==> src/rtl/ebsu_pkg.sv <==
// Shared constants and types of the external bus strobe unit
package ebsu_pkg;
  localparam int ADDR_W  = 24;
  localparam int DATA_W  = 16;
  localparam int AREA_N  = 8;
  localparam int AREA_W  = 3;
  localparam int LANE_N  = 2;
  localparam int LANE_LO = 0;
  localparam int LANE_HI = 1;
  localparam int A0_BIT  = 0;
  localparam logic [AREA_N-1:0] AREA_IDLE = 8'hff;
  localparam logic [ADDR_W-1:0] ADDR_RST  = 24'h00_0000;
  localparam logic [DATA_W-1:0] DATA_RST  = 16'h0000;
  localparam logic [3:0] BCLK_HALF = 4'h1;
  typedef enum logic { EBSU_MODE_LANE, EBSU_MODE_SINGLE } ebsu_mode_t;
  typedef enum { EBSU_IDLE, EBSU_SETUP, EBSU_STROBE, EBSU_HOLD } ebsu_state_t;
endpackage : ebsu_pkg

==> src/rtl/ebsu_req_if.sv <==
// Request and answer bundle between the strobe unit and its pin stage
`timescale 1ns/100ps
interface ebsu_req_if;
  import ebsu_pkg::*;
  logic                strobe_on;
  logic                is_write;
  logic [LANE_N-1:0]   lanes;
  ebsu_mode_t          mode;
  logic                bclk_rise;
  modport ctrl (output strobe_on, is_write, lanes, mode, input bclk_rise);
  modport pins (input strobe_on, is_write, lanes, mode, output bclk_rise);
endinterface : ebsu_req_if

==> src/rtl/ebsu_bclk_gen.sv <==
// Bus clock divider feeding the external clock pin
`timescale 1ns/100ps
module ebsu_bclk_gen (
  input  wire logic core_clk,
  input  wire logic rst,
  output logic      bclk_q,
  output logic      rise_q
);
  import ebsu_pkg::*;
  logic [3:0] cnt_q, cnt_d;
  logic       bclk_d, rise_d;

  always_comb begin
    cnt_d  = cnt_q + 4'h1;
    bclk_d = bclk_q;
    rise_d = 1'b0;
    if (cnt_q == BCLK_HALF) begin
      cnt_d  = 4'h0;
      bclk_d = ~bclk_q;
      rise_d = ~bclk_q;
    end
  end

  always_ff @(posedge core_clk) begin
    if (rst) begin
      cnt_q  <= 4'h0;
      bclk_q <= 1'b0;
      rise_q <= 1'b0;
    end else begin
      cnt_q  <= cnt_d;
      bclk_q <= bclk_d;
      rise_q <= rise_d;
    end
  end
endmodule : ebsu_bclk_gen

==> src/rtl/ebsu_top.sv <==
// External bus strobe unit: pin-level master of the external memory bus
// Functional notes
// RQ1 - Read strobe is low for the whole of an external read; the code drives it low in the strobe phase only, high in setup and hold.
// RQ2 - In per-lane mode the low write strobe goes low only when byte 0 carries write data.
// RQ3 - In per-lane mode the high write strobe goes low only when byte 1 carries write data.
// RQ4 - In single-strobe mode one write strobe is low for any write, whatever the lanes.
// RQ5 - In single-strobe mode the lane enables follow the valid bytes of the access.
// RQ6 - The lane enables act on reads as well as writes.
// RQ7 - The shared pin carries address bit 0 in per-lane mode and the low enable otherwise.
// RQ8 - Software must not combine single-strobe mode with an 8-bit bus; that is undefined.
// RQ9 - Eight active-low area selects; the one of the accessed area goes low.
// RQ10 - A low wait input during an access stretches it for as long as it is held.
// RQ11 - The access address goes out on 24 address lines.
// RQ12 - Data lines are driven on writes and sampled on reads.
// RQ13 - The bus clock is driven out on its own pin.
// RQ14 - All strobes, enables and selects are active low and idle high between accesses.
`timescale 1ns/100ps
module ebsu_top (
  input  wire logic                          core_clk,
  input  wire logic                          rst,
  input  wire logic                          req_valid,
  input  wire logic                          req_write,
  input  wire logic [ebsu_pkg::ADDR_W-1:0]   req_addr,
  input  wire logic [ebsu_pkg::LANE_N-1:0]   req_lanes,
  input  wire logic [ebsu_pkg::AREA_W-1:0]   req_area,
  input  wire logic [ebsu_pkg::DATA_W-1:0]   req_wdata,
  input  wire logic                          single_strobe_mode,
  output logic                               req_ready,
  output logic                               rsp_valid,
  output logic [ebsu_pkg::DATA_W-1:0]        rsp_rdata,
  output logic [ebsu_pkg::ADDR_W-1:0]        address_lines,
  output logic [ebsu_pkg::DATA_W-1:0]        data_lines_out,
  output logic                               data_lines_oe,
  input  wire logic [ebsu_pkg::DATA_W-1:0]   data_lines_in,
  output logic                               read_strobe_n,
  output logic                               low_lane_store_strobe_n,
  output logic                               high_lane_store_strobe_n,
  output logic [ebsu_pkg::AREA_N-1:0]        area_select_n,
  input  wire logic                          wait_req_n,
  output logic                               bus_clock
);
  import ebsu_pkg::*;

  ebsu_req_if rq ();

  ebsu_state_t                 st_q, st_d;
  logic                        wr_q, wr_d;
  logic [LANE_N-1:0]           ln_q, ln_d;
  logic [AREA_W-1:0]           ar_q, ar_d;
  logic [ADDR_W-1:0]           ad_q, ad_d;
  logic [DATA_W-1:0]           wd_q, wd_d;
  ebsu_mode_t                  md_q, md_d;
  logic                        rdy_q, rdy_d;
  logic                        rv_q, rv_d;
  logic [DATA_W-1:0]           rd_q, rd_d;
  logic [ADDR_W-1:0]           ao_q, ao_d;
  logic [DATA_W-1:0]           do_q, do_d;
  logic                        oe_q, oe_d;
  logic                        rds_q, rds_d;
  logic                        w0_q, w0_d;
  logic                        w1_q, w1_d;
  logic [AREA_N-1:0]           cs_q, cs_d;
  logic                        bclk_w;

  ebsu_bclk_gen u_bclk (
    .core_clk (core_clk),
    .rst      (rst),
    .bclk_q   (bclk_w),
    .rise_q   (rq.bclk_rise)
  );

  // Setup, strobe and hold advance on a bus clock rising edge so far devices see whole cycles; idle leaves on the accepted request
  always_comb begin
    st_d  = st_q;
    wr_d  = wr_q;
    ln_d  = ln_q;
    ar_d  = ar_q;
    ad_d  = ad_q;
    wd_d  = wd_q;
    md_d  = md_q;
    rdy_d = 1'b0;
    rv_d  = 1'b0;
    rd_d  = rd_q;
    case (st_q)
      EBSU_IDLE: begin
        rdy_d = 1'b1;
        if (req_valid && rdy_q) begin
          rdy_d = 1'b0;
          wr_d  = req_write;
          ln_d  = req_lanes;
          ar_d  = req_area;
          ad_d  = req_addr;
          wd_d  = req_wdata;
          md_d  = single_strobe_mode ? EBSU_MODE_SINGLE : EBSU_MODE_LANE; // RQ8
          st_d  = EBSU_SETUP;
        end
      end
      EBSU_SETUP: begin
        if (rq.bclk_rise) begin
          st_d = EBSU_STROBE;
        end
      end
      EBSU_STROBE: begin
        // Wait is looked at only on bus clock edges, as a far device would drive it
        if (rq.bclk_rise && wait_req_n) begin // RQ10
          st_d = EBSU_HOLD;
          if (!wr_q) begin
            rd_d = data_lines_in; // RQ12
            rv_d = 1'b1;
          end
        end
      end
      EBSU_HOLD: begin
        if (rq.bclk_rise) begin
          st_d  = EBSU_IDLE;
          rdy_d = 1'b1;
        end
      end
      default: st_d = EBSU_IDLE;
    endcase
  end

  assign rq.strobe_on = (st_q == EBSU_STROBE);
  assign rq.is_write  = wr_q;
  assign rq.lanes     = ln_q;
  assign rq.mode      = md_q;

  // Pin image, registered so every pin leaves straight from a flip-flop
  always_comb begin
    logic act;
    act  = (st_q != EBSU_IDLE);
    ao_d = act ? ad_q : ADDR_RST; // RQ11
    // In single mode the shared pin is an enable, so it must idle high like the others
    if (md_q == EBSU_MODE_SINGLE) begin
      ao_d[A0_BIT] = ~(act && ln_q[LANE_LO]); // RQ5 RQ6 RQ7 RQ14
    end
    do_d  = (act && wr_q) ? wd_q : DATA_RST; // RQ12
    oe_d  = act && wr_q; // RQ12
    cs_d  = AREA_IDLE;
    if (act) begin
      cs_d[ar_q] = 1'b0; // RQ9 RQ14
    end
    rds_d = ~(rq.strobe_on && !rq.is_write); // RQ1 RQ14
    w0_d  = 1'b1;
    w1_d  = 1'b1;
    if (rq.mode == EBSU_MODE_LANE) begin
      w0_d = ~(rq.strobe_on && rq.is_write && rq.lanes[LANE_LO]); // RQ2
      w1_d = ~(rq.strobe_on && rq.is_write && rq.lanes[LANE_HI]); // RQ3
    end else begin
      w0_d = ~(rq.strobe_on && rq.is_write); // RQ4
      w1_d = ~(act && rq.lanes[LANE_HI]); // RQ5 RQ6
    end
  end

  always_ff @(posedge core_clk) begin
    if (rst) begin
      st_q  <= EBSU_IDLE;
      wr_q  <= 1'b0;
      ln_q  <= '0;
      ar_q  <= '0;
      ad_q  <= ADDR_RST;
      wd_q  <= DATA_RST;
      md_q  <= EBSU_MODE_LANE;
      rdy_q <= 1'b0;
      rv_q  <= 1'b0;
      rd_q  <= DATA_RST;
      ao_q  <= ADDR_RST;
      do_q  <= DATA_RST;
      oe_q  <= 1'b0;
      rds_q <= 1'b1;
      w0_q  <= 1'b1;
      w1_q  <= 1'b1;
      cs_q  <= AREA_IDLE;
    end else begin
      st_q  <= st_d;
      wr_q  <= wr_d;
      ln_q  <= ln_d;
      ar_q  <= ar_d;
      ad_q  <= ad_d;
      wd_q  <= wd_d;
      md_q  <= md_d;
      rdy_q <= rdy_d;
      rv_q  <= rv_d;
      rd_q  <= rd_d;
      ao_q  <= ao_d;
      do_q  <= do_d;
      oe_q  <= oe_d;
      rds_q <= rds_d;
      w0_q  <= w0_d;
      w1_q  <= w1_d;
      cs_q  <= cs_d;
    end
  end

  assign req_ready                = rdy_q;
  assign rsp_valid                = rv_q;
  assign rsp_rdata                = rd_q;
  assign address_lines            = ao_q;
  assign data_lines_out           = do_q;
  assign data_lines_oe            = oe_q;
  assign read_strobe_n            = rds_q;
  assign low_lane_store_strobe_n  = w0_q;
  assign high_lane_store_strobe_n = w1_q;
  assign area_select_n            = cs_q;
  assign bus_clock                = bclk_w; // RQ13

  a_read_strobe_idle: assert property (@(posedge core_clk) disable iff (rst) // RQ14
    (st_q == EBSU_IDLE) |=> (read_strobe_n && low_lane_store_strobe_n))
    else $error("strobe low while bus idle");
  a_read_strobe_low: assert property (@(posedge core_clk) disable iff (rst) // RQ1
    (st_q == EBSU_STROBE && !wr_q) |=> !read_strobe_n)
    else $error("read strobe high during read");
  a_low_lane_gate: assert property (@(posedge core_clk) disable iff (rst) // RQ2
    (md_q == EBSU_MODE_LANE && !ln_q[LANE_LO]) |=> low_lane_store_strobe_n)
    else $error("low lane strobe without low byte");
  a_high_lane_gate: assert property (@(posedge core_clk) disable iff (rst) // RQ3
    (st_q == EBSU_STROBE && wr_q && md_q == EBSU_MODE_LANE && ln_q[LANE_HI])
      |=> !high_lane_store_strobe_n)
    else $error("high lane strobe missing");
  a_single_write: assert property (@(posedge core_clk) disable iff (rst) // RQ4
    (st_q == EBSU_STROBE && wr_q && md_q == EBSU_MODE_SINGLE) |=> !low_lane_store_strobe_n)
    else $error("common write strobe missing");
  a_read_lane_enable: assert property (@(posedge core_clk) disable iff (rst) // RQ6
    (st_q == EBSU_STROBE && !wr_q && md_q == EBSU_MODE_SINGLE && ln_q[LANE_HI])
      |=> !high_lane_store_strobe_n)
    else $error("high lane enable missing on read");
  a_area_onehot: assert property (@(posedge core_clk) disable iff (rst) // RQ9
    (st_q != EBSU_IDLE) |=> (area_select_n == ~(AREA_N'(1) << $past(ar_q))))
    else $error("wrong area select");
  a_wait_stretch: assert property (@(posedge core_clk) disable iff (rst) // RQ10
    (st_q == EBSU_STROBE && !wait_req_n) |=> (st_q == EBSU_STROBE))
    else $error("access ended under wait");
  a_drive_on_write: assert property (@(posedge core_clk) disable iff (rst) // RQ12
    (st_q == EBSU_SETUP) |=> (data_lines_oe == $past(wr_q)))
    else $error("data drive mismatch");

  // Checks of idle levels, lane gating, address, data, wait handling, area selects and bus clock pacing
  a_high_strobe_idle: assert property (@(posedge core_clk) disable iff (rst) // RQ14
    (st_q == EBSU_IDLE) |=> high_lane_store_strobe_n)
    else $error("high strobe low while bus idle");
  a_area_idle: assert property (@(posedge core_clk) disable iff (rst) // RQ14
    (st_q == EBSU_IDLE) |=> (area_select_n == AREA_IDLE))
    else $error("area select low while bus idle");
  a_low_enable_idle: assert property (@(posedge core_clk) disable iff (rst) // RQ7
    (st_q == EBSU_IDLE && md_q == EBSU_MODE_SINGLE) |=> address_lines[A0_BIT])
    else $error("low lane enable low while bus idle");
  a_low_enable_on: assert property (@(posedge core_clk) disable iff (rst) // RQ5
    (st_q != EBSU_IDLE && md_q == EBSU_MODE_SINGLE)
      |=> (address_lines[A0_BIT] == !$past(ln_q[LANE_LO])))
    else $error("low lane enable wrong");
  a_high_enable_on: assert property (@(posedge core_clk) disable iff (rst) // RQ6
    (st_q != EBSU_IDLE && md_q == EBSU_MODE_SINGLE)
      |=> (high_lane_store_strobe_n == !$past(ln_q[LANE_HI])))
    else $error("high lane enable wrong");
  a_addr_lane_mode: assert property (@(posedge core_clk) disable iff (rst) // RQ11
    (st_q != EBSU_IDLE && md_q == EBSU_MODE_LANE) |=> (address_lines == $past(ad_q)))
    else $error("address wrong in per-lane mode");
  a_addr_upper: assert property (@(posedge core_clk) disable iff (rst) // RQ11
    (st_q != EBSU_IDLE)
      |=> (address_lines[ADDR_W-1:A0_BIT+1] == $past(ad_q[ADDR_W-1:A0_BIT+1])))
    else $error("upper address wrong");
  a_low_lane_write: assert property (@(posedge core_clk) disable iff (rst) // RQ2
    (st_q == EBSU_STROBE && wr_q && md_q == EBSU_MODE_LANE && ln_q[LANE_LO])
      |=> !low_lane_store_strobe_n)
    else $error("low lane strobe missing");
  a_high_lane_quiet: assert property (@(posedge core_clk) disable iff (rst) // RQ3
    (md_q == EBSU_MODE_LANE && !ln_q[LANE_HI]) |=> high_lane_store_strobe_n)
    else $error("high lane strobe without high byte");
  a_write_no_read: assert property (@(posedge core_clk) disable iff (rst) // RQ1
    wr_q |=> read_strobe_n)
    else $error("read strobe low during write");
  a_single_read_quiet: assert property (@(posedge core_clk) disable iff (rst) // RQ4
    (!wr_q && md_q == EBSU_MODE_SINGLE) |=> low_lane_store_strobe_n)
    else $error("common write strobe low during read");
  a_read_no_drive: assert property (@(posedge core_clk) disable iff (rst) // RQ12
    (!wr_q || st_q == EBSU_IDLE) |=> !data_lines_oe)
    else $error("data lines driven outside a write");
  a_write_data_out: assert property (@(posedge core_clk) disable iff (rst) // RQ12
    (st_q != EBSU_IDLE && wr_q) |=> (data_lines_out == $past(wd_q)))
    else $error("write data wrong on data lines");
  a_read_capture: assert property (@(posedge core_clk) disable iff (rst) // RQ12
    (st_q == EBSU_STROBE && !wr_q && rq.bclk_rise && wait_req_n)
      |=> (rsp_valid && rsp_rdata == $past(data_lines_in)))
    else $error("read data not captured");
  a_wait_release: assert property (@(posedge core_clk) disable iff (rst) // RQ10
    (st_q == EBSU_STROBE && rq.bclk_rise && wait_req_n)
      |=> (st_q == EBSU_HOLD))
    else $error("strobe not ended after wait release");
  a_strobe_busy: assert property (@(posedge core_clk) disable iff (rst) // RQ10
    (st_q == EBSU_STROBE) |=> !req_ready)
    else $error("ready during strobe phase");
  a_bclk_edge: assert property (@(posedge core_clk) disable iff (rst) // RQ13
    ($rose(bus_clock) == rq.bclk_rise))
    else $error("bus clock edge and phase pulse disagree");
  a_bclk_pace: assert property (@(posedge core_clk) disable iff (rst) // RQ13
    rq.bclk_rise |=> (bus_clock ##1 !bus_clock ##1 !bus_clock ##1 bus_clock))
    else $error("bus clock pace wrong");
  a_area_single: assert property (@(posedge core_clk) disable iff (rst) // RQ9
    $onehot0(~area_select_n))
    else $error("more than one area select low");
  a_strobe_in_area: assert property (@(posedge core_clk) disable iff (rst) // RQ9
    !read_strobe_n |-> (area_select_n != AREA_IDLE))
    else $error("read strobe without area select");
endmodule : ebsu_top

==> config.mk <==
export PLATFORM = sky130hd
export DESIGN_NAME = ebsu_top
export DESIGN_NICKNAME = d
export VERILOG_FILES = /design/src/rtl/ebsu_pkg.sv /design/src/rtl/ebsu_req_if.sv /design/src/rtl/ebsu_bclk_gen.sv /design/src/rtl/ebsu_top.sv
export SDC_FILE = /design/constraint.sdc
export NUM_CORES = 1
export LEC_CHECK = 0
export BUFFER_PORTS_ARGS = -buffer_cell sky130_fd_sc_hd__buf_4
export CORE_MARGIN = 2
export CORE_UTILIZATION = 49
export DETAILED_ROUTE_END_ITERATION = 10
export PLACE_DENSITY = 0.81
export SLEW_MARGIN = 20
export SYNTH_ARGS = -nofsm -noshare
export SYNTH_HDL_FRONTEND = slang
export SYNTH_HIERARCHICAL = 1
export SYNTH_SLANG_ARGS = --single-unit
==> constraint.sdc <==
create_clock -name core_clk -period 2.32 [get_ports core_clk]
set_input_delay 0.232 -clock core_clk [delete_from_list [all_inputs] [get_ports core_clk]]
set_output_delay 0.232 -clock core_clk [all_outputs]
set_load 0.1 [all_outputs]
Yosys cells after proc, flatten, opt, wreduce, memory -nomap -nowiden

Index checks and enable logic that the tools add are counted.

Register bits after elaboration: 155
Bits in latches: 0
Bits in writable memories: 0
Bits in read-only memories: 0
Input bits: 67
Memories kept: 0

Add/sub/neg operators: 1
Multipliers: 0
Divide/modulo/power cells: 0
$lt $le $gt $ge: 2
Eq/ne operators: 9
Shift operators: 0
Multiplexer cells: 16
Bitwise logic cells: 14
Reductions and logical operators: 21

Operator list:

| operator                                                                             | count |
|---|---|
| 32-bit two-way mux                                                                   | 4 |
| 32-bit case mux with 4 select lines                                                  | 1 |
| 32-bit by 2-bit equality test with 1-bit output (second input constant)              | 2 |
| 32-bit by 1-bit equality test with 1-bit output (second input constant)              | 1 |
| 32-bit by 3-bit equality test with 1-bit output (second input constant)              | 1 |
| 32-bit zero test                                                                     | 1 |
| 32-bit nonzero test                                                                  | 1 |
| 1-bit NOT                                                                            | 13 |
| 1-bit logical AND                                                                    | 10 |
| 1-bit two-way mux                                                                    | 9 |
| 8-bit NOT                                                                            | 1 |
| 2-bit OR reduction                                                                   | 4 |
| 4-bit by 1-bit adder with 4-bit output (second input constant)                       | 1 |
| 4-bit by 1-bit equality test with 1-bit output (second input constant)               | 1 |
| 3-bit by 4-bit < comparator with 1-bit output (second input constant)                | 1 |
| 2-bit by 1-bit inequality test with 1-bit output (second input constant)             | 2 |
| 2-bit inequality test (second input constant)                                        | 2 |
| 4-bit AND reduction                                                                  | 1 |
| 1-bit demux with 3-bit select                                                        | 1 |
| 3-bit by 1-bit greater-or-equal comparator with 1-bit output (second input constant) | 1 |
| 3-bit AND reduction                                                                  | 1 |
| 3-bit OR reduction                                                                   | 1 |
| 1-bit case mux with 2 select lines                                                   | 1 |
| 2-bit AND reduction                                                                  | 1 |
| 1-bit zero test                                                                      | 1 |

Depth between registers and ports, before layout

Gate-level depths: netlist (run 1).

Depth in word-level cells: 5
Depth in mapped cells: 8
Mapped depth without buffers: 5

Hierarchy

The synthesis (run 1) kept the hierarchy.

By module, submodules not included:

| module        | times used | cells an instance | area each (µm²) | sequential area each (µm²) |
|---|---|---|---|---|
| ebsu_top      | 1          | 427               | 3851.2          | 2382.3 |
| ebsu_bclk_gen | 1          | 22                | 234.0           | 120.1 |

Worst setup path after synthesis (run 1)

No wires, ideal clock.

Path kind: reg2reg
From: register rdy_q (netlist: req_ready)
To: register ad_q[10]
Library setup time: 0.070 ns
Arrival: 1.760 ns
Required time: 2.250 ns
Setup slack: 0.490 ns
Stages on the path, launching flop included: 6
Buffers on the path: 2
Clock period less this slack: 1.830 ns
Cell sequence: dfxtp_1 > and3_1 > buf_2 > buf_2 > nand2_1 > a21oi_1

Cells in the longest elaborated chain, start to end: 2

RTL lines:

| element                       | line            | text |
|---|---|---|
| start, declared               | ebsu_top.sv:53  | `logic rdy_q, rdy_d;` |
| start signal, assigned        | ebsu_top.sv:182 | `rdy_q <= rdy_d;` |
| 1-bit logical AND             | ebsu_top.sv:87  | `if (req_valid && rdy_q) begin` |
| 2-bit AND reduction (no line) | --              |  |
| end signal, assigned          | ebsu_top.sv:161 | `ad_q <= ADDR_RST;` |
| end signal, assigned          | ebsu_top.sv:179 | `ad_q <= ad_d;` |
| end, declared                 | ebsu_top.sv:50  | `logic [ADDR_W-1:0] ad_q, ad_d;` |

No other way between the ends.
A chain may end at the register's enable or synchronous reset.

Final worst setup path (run 1)

From: register st_q[0]
To: register st_q[1]

Cells in the longest elaborated chain, start to end: 3
Elaborated cells between the ends (all ways): 10
Classes of those cells: eq/ne (7); mux (1); reduce/logical (2)

RTL lines:

| element                                                                                             | line            | text |
|---|---|---|
| start, declared                                                                                     | ebsu_top.sv:46  | `ebsu_state_t st_q, st_d;` |
| start signal, assigned                                                                              | ebsu_top.sv:175 | `st_q <= st_d;` |
| 32-bit by 1-bit equality test with 1-bit output, or another cell as far along                       | ebsu_top.sv:84  | `case (st_q)` |
| 2-bit by 1-bit inequality test with 1-bit output (no line) or 2-bit inequality test (tied branches) | --              |  |
| 4-bit AND reduction (no line)                                                                       | --              |  |

Parallel ways exist; a longest one is shown, timed or not.

==> results of run 1 <==
-- cells by family after synthesis --
group,after synthesis,share of synthesized area [%]
AND/OR/NAND/NOR,208,23.28
adder cells (fa/ha/maj),7,2.144
XOR/XNOR,2,0.4289
buffers and inverters,35,3.430
flip-flops,125,61.26
multiplexers,3,0.7351
AO/OA/AOI/OAI,69,8.729
-- Yosys cell counts --
library cell	number
a21oi_1	65
a222oi_1	1
a22oi_1	1
and2_1	24
and3_1	17
and4b_1	1
buf_1	1
buf_2	7
clkbuf_1	20
dfxtp_1	125
ha_1	7
inv_1	7
mux2i_1	3
nand2_1	136
nand2b_1	1
nand3_1	7
nand3b_1	2
nand4_1	1
nand4b_1	1
nor2_1	6
nor2b_1	2
nor3_1	4
nor3b_2	1
nor4_1	1
nor4b_1	1
o2111ai_1	1
o21ai_0	1
or2b_1	1
or3_1	2
xnor2_1	1
xor2_1	1
-- where the power goes --
| part | switching [mW] | leakage [nW] | internal, mW | total [mW] |
|---|---|---|---|---|
| clock | 0.915 | 0.311 | 1.90 | 2.82 |
| combinational | 0.836 | 1.47 | 0.444 | 1.28 |
| sequential | 0.113 | 1.01 | 2.33 | 2.44 |
| total | 1.86 | 2.80 | 4.67 | 6.54 |
-- path summary, 6_finish.rpt --
path                                 from                  endpoint  slack (ns)  cells past startpoint
worst min register to register    ln_q[1]  high_lane_store_strobe_n        0.41                      1
worst max-delay path              st_q[0]                   st_q[1]        0.50                      5
worst max register to register    st_q[0]                   st_q[1]        0.50                      5
worst min-delay path            req_valid                 req_ready        0.19                      4
-- cell type report --
class,count,area (sq um)
multi-input combinational,289,1451
tap,105,131.4
fill,481,1668
sequential,125,2502
clock buffer,20,445.4
timing repair buffer,206,1719
clock inverter,11,190.2
inverter,7,26.28
-- state kept, by name (all words and copies together), names as in the netlist, 2 cells and up --
register,count
u_bclk/cnt_q,4
st_q,2
ln_q,2
rsp_rdata,16
address_lines,24
data_lines_out,16
area_select_n,8
wd_q,16
ar_q,3
ad_q,24
-- tightest hold or removal path: stages --
cell     delay, ns
buf_4         0.11
nand2_1       0.08
a22oi_1       0.15
nor3_1        0.07
-- metal layers --
layer	GRT usage (%)	vias up	part of all wire [%]
met5	0	-	0
met3	7.194	15	5.9
met2	45.31	139	52
met1	29.18	1717	40
li1	-	1852	-
met4	11.96	0	1.9
-- metrics by stage --
stage	cell area (sq um)	hold WS (ns)	setup slack, ns
CTS	6466	0.1699	0.4954
floorplan	4085	0.3011	0.4897
global placement	5190	0.3846	0.6052
finish	6466	0.1941	0.4990
detailed placement	5190	0.3943	0.5007
global route	6466	0.2062	0.3395
-- timing repair --
item | in CTS | in global routing
hold buffers | 64 | 0
resized for setup | 0 | 0
hold endpoints to repair | 64 | 0
endpoints found under the setup margin | 0 | 0
-- cell usage in the layout, fill, tap and decap left out, types with 3 or more instances in the layout --
cell and instances:
and3_1 16, clkinv_2 3, nor2_1 5, clkbuf_8 3, nor3_1 4, dfxtp_1 125, nand3_1 6, mux2i_1 3
and2_1 24, inv_1 7, ha_1 7, clkbuf_16 16, bufinv_16 5, buf_4 141, nand2_1 136, a21oi_1 65
dlygate4sd3_1 64
==> flow_metrics.tcl, run 1 <==
set metrics [dict create \
    rows 33 \
    antenna_left 0 \
    syn_inst 449 \
    numPlacedInstances 668 \
    port_buffers 137 \
    synth_top_area_cell "dfxtp_1" \
    die_w_um 95.31 \
    setup_viol 0 \
    start_util_pct 50.22 \
    path_buf_inv 1 \
    critical_path.max_stage_delay_ns 0.44 \
    ys_seq_area_share_pct 61.26 \
    first_iter_violations 165 \
    worstPathMaxFanout 4 \
    clkLatencyLatePin_ns 0.50 \
    start_kind "flip-flop" \
    p_total_mw 6.536 \
    finClkSkew_ns 0.006999 \
    remaining_drc_errors 0 \
    setup_tns_ns 0 \
    hold_viol 0 \
    synth_warnings 6 \
    clock-sinks 125 \
    power_density_mw_per_mm2 1011 \
    relSlewSlack_pct 45.65 \
    clockBufferDepth 2 \
    final_cells 763 \
    dp_hpwl_mm 5.896 \
    post-route-min-period_ns 1.821 \
    path_delay_family "compound AO/OA/AOI/OAI gates" \
    dr_total_vias 3723 \
    area_delta_synth_final_pct 58.28 \
    syn_area_per_cell_sq_um 9.098 \
    die_area_sq_mm 0.009083 \
    leakage_nw 2.796 \
    cts_setup_buffers 0 \
    cp.arrival_ns 2.25 \
    cts_tree "done" \
    grt_overflow_total 0 \
    slew_violations 0 \
    status "finished clean" \
    globalplace.congestion 0.7858 \
    maxCapViolCount 0 \
    h-tree-depth 4 \
    required_ns 2.75 \
    hold_class "primary input to flip-flop" \
    first_pass_iters 5 \
    crit_slowest_cell "a222oi_1" \
    synth_cell_types 31 \
    ys_ff_latch 125 \
    grt_pass1_wl_mm 17.86 \
    cts.clk_slew.worst_paths_ns 0.06 \
    ir_worst_vdd_uv 669.9 \
    crit_type "flip-flop to flip-flop" \
    nets 720 \
    synth.top_cell.area_share_pct 61.26 \
    critPathCaptureType "flip-flop" \
    grt_pass1_vias 3817 \
    syn_nets 523 \
    rsz0062_at_grt "no" \
    final_util_pct 79.50 \
    antenna_found_initial 0 \
    via_per_inst 4.879 \
    core_sq_mm 0.008134 \
    max_freq_mhz 549.1 \
    grt_usage_pct 25.90 \
    drive_above_1_share_pct 26.75 \
    n_antenna_cell 0 \
    netlist_area_sq_mm 0.004085 \
    cts_buffers 17 \
    die_h_um 95.31 \
    routedWlPerCell_um 14.81 \
    synth.area.top_cells "dfxtp_1 (61%), nand2_1 (12%), a21oi_1 (8.0%)" \
    crit_chain "inv_1 > ha_1 > or3_1 > a222oi_1 > mux2i_1" \
    cts-root-buf "clkbuf_8" \
    drt_wl_total_mm 11.30 \
    grt_max_degree 77 \
    period_share_pct 78.49 \
    worstMarginPinSlew_ns 0.8153 \
    num_io_pins 138 \
]
(Power assumes the default switching activity.)
==> run 2, diff against run 1 <==
Clock period 2.32 ns to 1.7 ns, I/O delays scaled along.
==> run 2 against run 1 <==
  * The run now ends with setup timing left
  * Non-clock buffer count grew 9
  * Count of clock-buffer cells in the layout unchanged
  * Power increased by 37%
==> flow_metrics.tcl, run 2 (synthesized netlist as in run 1, its figures left out) <==
set metrics [dict create \
    worstMarginPinSlew_ns 0.4498 \
    cts_buffers 17 \
    grt_overflow_total 0 \
    dr_total_vias 3799 \
    failed_checks "setup timing" \
    remaining_drc_errors 0 \
    holdPathEnd "u_bclk/cnt_q[3]" \
    cp.arrival_ns 2.17 \
    fillers 469 \
    critPathCaptureType "flip-flop" \
    clkLatencyLatePin_ns 0.51 \
    leakage_nw 2.824 \
    start_kind "flip-flop" \
    crit_slowest_cell "dfxtp_4" \
    hold_viol 0 \
    first_pass_iters 4 \
    clock-sinks 125 \
    met3_usage_pct 8.142 \
    fin_ws_ns -0.04682 \
    nets 729 \
    die_area_sq_mm 0.009083 \
    max_freq_mhz 572.5 \
    drive_above_1_share_pct 29.19 \
    grt_max_degree 44 \
    via_per_inst 4.915 \
    die_h_um 95.31 \
    area_delta_synth_final_pct 60.67 \
    relSlewSlack_pct 69.78 \
    worstPathMaxFanout 5 \
    final_cell_mix "buf_4 (149), nand2_1 (136), dfxtp_1 (122)" \
    antenna_found_initial 0 \
    post-route-min-period_ns 1.747 \
    final_common_cell "buf_4" \
    die_w_um 95.31 \
    stdcell_area_sq_mm 0.006564 \
    h-tree-depth 4 \
    grtUsageMet2_pct 47.12 \
    placed_cell_area_sq_mm 0.005249 \
    drt_wl_total_mm 11.41 \
    rsz0062_at_grt "yes" \
    ir_worst_vdd_uv 891.8 \
    crit_type "flip-flop to flip-flop" \
    hold_depth 2 \
    cts.clk_slew.worst_paths_ns 0.06 \
    period_share_pct 102.8 \
    maxCapViolCount 0 \
    crit_chain "inv_4 > ha_4 > or3_1 > a222oi_1 > buf_4 > mux2i_1" \
    dp_hpwl_mm 6.309 \
    n_antenna_cell 0 \
    cts-root-buf "clkbuf_8" \
    first_iter_violations 116 \
    finClkSkew_ns 0.009783 \
    grt_usage_pct 26.19 \
    power_density_mw_per_mm2 1362 \
    slew_violations 0 \
    core_sq_mm 0.008134 \
    routedWlPerCell_um 14.76 \
    r2r_end "st_q[0]" \
    port_buffers 137 \
    cts_tree "done" \
    status "finished with violations" \
    crit-reg2reg-launch "st_q[1]" \
    antenna_left 0 \
    required_ns 2.12 \
    r2r_slack_ns -0.05 \
    setup_viol 2 \
    use_met1_pct 28.92 \
    hp-start "rst" \
    final_util_pct 80.70 \
    grt_pass1_vias 3786 \
    start_util_pct 50.22 \
    hold_class "primary input to flip-flop" \
    p_total_mw 8.941 \
    clockBufferDepth 2 \
    num_io_pins 138 \
    critical_path.max_stage_delay_ns 0.40 \
    rows 33 \
    globalplace.congestion 0.7358 \
    r2r_cells 6 \
    busiest_layer "met2" \
    grt_pass1_wl_mm 17.98 \
]
run 2: cell count changes in the layout (fill, tap and decap cells not counted), sizes merged:
cell,change
buf,+9
bufinv,-2
inv,+2
clkinvlp,+4
clkinv,-3
run 2: cell type report:
type	instances	area, sq um	area share (%)
flip-flops and latches	125	2511	38.26
clock buffers	20	455.4	6.939
repair buffers	215	1799	27.41
clock inverters	12	158.9	2.421
multi-input cells	289	1479	22.53
inverters	7	28.78	0.4384
well taps	105	131.4	2.002
run 2: worst max-delay path: cells and delay by family (launching register included):
kind | cells | cell delay, ns
adders and majority gates | 1 | 0.14
and+or+nand+nor | 1 | 0.38
DFF | 1 | 0.40
muxes | 1 | 0.18
AOI/OAI and AO/OA | 1 | 0.31
buffers and inverters | 2 | 0.24
run 2: report_power, final:
part / internal, mW / switching (mW)
combinational: 0.717 / 1.20
clock: 2.36 / 1.31
sequential: 3.19 / 0.173
total: 6.26 / 2.68
run 2: repair_timing:
item	in CTS	in global routing
resized for setup	7	5
buffers inserted	2	1
endpoints found under the hold margin	64	0
pin swaps	3	2
hold buffers	64	0
endpoints found under the setup margin	31	48
run 2: worst max-delay path by stage:
stage	start	endpoint	slack [ns]	depth (start not counted)
6_report	st_q[1]	st_q[0]	-0.05	6
5_1_grt	st_q[1]	st_q[0]	-0.09	6
4_1_cts	st_q[0]	st_q[0]	-0.02	6
3_5_place_dp	st_q[0]	st_q[0]	-0.14	5
3_3_place_gp	st_q[0]	st_q[1]	0.01	5
2_1_floorplan	st_q[0]	st_q[0]	0.02	5
run 2: per-stage QoR:
| stage | setup slack (ns) | instances | hold WS [ns] | TNS, ns |
|---|---|---|---|---|
| 2_1_floorplan | 0.01816 | 449 | 0.2391 | 0 |
| 3_3_place_gp | 0.01261 | 674 | 0.3810 | 0 |
| 3_5_place_dp | -0.1389 | 674 | 0.3903 | -0.2399 |
| 4_1_cts | -0.02136 | 772 | 0.07747 | -0.02136 |
| 5_1_grt | -0.09441 | 773 | 0.09097 | -0.2115 |
| 6_report | -0.04682 | 773 | 0.08933 | -0.06584 |
run 2: routing by layer:
metal / up-vias / wire length [um]
li1: 1874 / -
met1: 1769 / 4456
met2: 136 / 6120
met3: 20 / 638
met4: 0 / 194
met5: - / 0
==> run 3, diff against run 2 <==
Settings changed: PLACE_DENSITY 0.81 to 0.76.
==> run 3 against run 2 <==
  * The flow now finishes without violations
  * Flip-flop and latch count unchanged
  * Via count down 0.11%
  * Critical path type unchanged
  * Sequential power about the same
  * Power down 0.13%
  * Global-route usage down 0.81 points
  * Cell count down 0.65%
  * Sequential share of layout area up 0.17 points
  * Cell area down 0.44%
  * Wire length down 2.0%
  * Clock power about the same
  * Combinational power about the same
==> flow_metrics.tcl, run 3 (synthesized netlist as in run 1, its figures left out) <==
set metrics [dict create \
    core_sq_mm 0.008134 \
    fin_ws_ns 0.03539 \
    setup_viol 0 \
    max_freq_mhz 600.7 \
    slew_violations 0 \
    start_util_pct 50.22 \
    dp_hpwl_mm 6.016 \
    r2r_slack_ns 0.04 \
    clock-sinks 125 \
    crit-reg2reg-launch "st_q[0]" \
    placed_cell_area_sq_mm 0.005246 \
    grt_pass1_wl_mm 17.46 \
    grt_usage_pct 25.38 \
    globalplace.congestion 0.7659 \
    remaining_drc_errors 0 \
    n_antenna_cell 0 \
    crit_slowest_cell "dfxtp_4" \
    antenna_left 0 \
    worstPathMaxFanout 4 \
    grt_max_degree 45 \
    rows 33 \
    status "finished clean" \
    clkLatencyLatePin_ns 0.50 \
    rsz0062_at_grt "yes" \
    pre_cts_ws_ns -0.1322 \
    grt_overflow_total 0 \
    die_area_sq_mm 0.009083 \
    drt_wl_total_mm 11.18 \
    hold_depth 2 \
    first_iter_violations 179 \
    ir_worst_vdd_uv 778.8 \
    finClkSkew_ns 0.008763 \
    critPathCaptureType "flip-flop" \
    leakage_nw 2.807 \
    hold_viol 0 \
    path_delay_family "flip-flops" \
    cts.clk_slew.worst_paths_ns 0.06 \
    critical_path.max_stage_delay_ns 0.37 \
    crit_chain "inv_4 > ha_4 > or3_1 > a222oi_1 > buf_4 > mux2i_1" \
    post-route-min-period_ns 1.665 \
    antenna_found_initial 0 \
    area_delta_synth_final_pct 59.97 \
    path_buf_inv 2 \
    cts_buffers 17 \
    r2r_cells 6 \
    setup_tns_ns 0 \
    dr_total_vias 3795 \
    fillers 487 \
    cts_tree "done" \
    hold_class "primary input to flip-flop" \
    cp.arrival_ns 2.08 \
    nets 725 \
    required_ns 2.12 \
    via_per_inst 4.941 \
    routedWlPerCell_um 14.56 \
    die_h_um 95.31 \
    final_cell_mix "buf_4 (144), nand2_1 (136), dfxtp_1 (122)" \
    cts-root-buf "clkbuf_8" \
    drive_above_1_share_pct 28.66 \
    maxCapViolCount 0 \
    die_w_um 95.31 \
    grt_pass1_vias 3858 \
    port_buffers 137 \
    r2r_end "st_q[1]" \
    hp-start "rst" \
    final_common_cell "buf_4" \
    num_io_pins 138 \
    holdPathEnd "u_bclk/bclk_q" \
    relSlewSlack_pct 71.38 \
    power_density_mw_per_mm2 1366 \
    period_share_pct 97.92 \
    start_kind "flip-flop" \
    worstMarginPinSlew_ns 0.4260 \
    clockBufferDepth 2 \
    crit_type "flip-flop to flip-flop" \
    p_total_mw 8.929 \
    stdcell_area_sq_mm 0.006535 \
    h-tree-depth 4 \
    final_util_pct 80.34 \
    first_pass_iters 5 \
]
==> run 3: cell count changes in the layout (fill, tap and decap cells not counted), sizes merged <==
cell	before	now
clkbuf	20	18
bufinv	3	4
clkinv	2	5
buf	151	147
clkinvlp	5	3
inv	9	8
==> run 3: final cells by class <==
class                      instances  area (sq um)  area share (%)
timing repair buffer             211          1782           27.26
tap                              105         131.4           2.010
multi-input combinational        289          1470           22.50
clock buffer                      18         417.9           6.395
clock inverter                    13         191.4           2.929
inverter                           7         31.28          0.4787
sequential                       125          2511           38.43
==> run 3: layer usage <==
layer / track usage (%) / vias up / wire length, um
li1: - / 1868 / -
met1: 28.61 / 1777 / 4575
met2: 44.19 / 134 / 5706
met3: 8.142 / 16 / 712
met4: 10.39 / 0 / 189
met5: 0 / - / 0
==> run 3: what timing repair did <==
item,4_1_cts,5_1_grt
endpoints found under the hold margin,64,0
setup buffers,1,0
pin swaps,1,2
endpoints found under the setup margin,2,61
resized for setup,6,7
hold buffers,64,0
==> run 3: worst max-delay path by stage <==
stage | startpoint | end | slack [ns] | cells past startpoint
after CTS | st_q[1] | st_q[0] | 0.01 | 6
after global placement | st_q[0] | st_q[1] | 0.01 | 5
final | st_q[0] | st_q[1] | 0.04 | 6
after global routing | st_q[0] | st_q[0] | -0.02 | 6
after floorplan | st_q[0] | st_q[0] | 0.02 | 5
after detailed placement | st_q[0] | st_q[1] | -0.13 | 5
==> run 3: power breakdown <==
part / switching, mW / internal [mW]
Sequential: 0.162 / 3.19
Combinational: 1.19 / 0.699
Clock: 1.31 / 2.38
Total: 2.66 / 6.27
==> run 3: per-stage QoR <==
step / hold slack (ns) / instances
3_3_place_gp: 0.3853 / 672
2_1_floorplan: 0.2391 / 449
5_1_grt: 0.06042 / 768
3_5_place_dp: 0.3867 / 672
6_report: 0.05435 / 768
4_1_cts: 0.03453 / 768
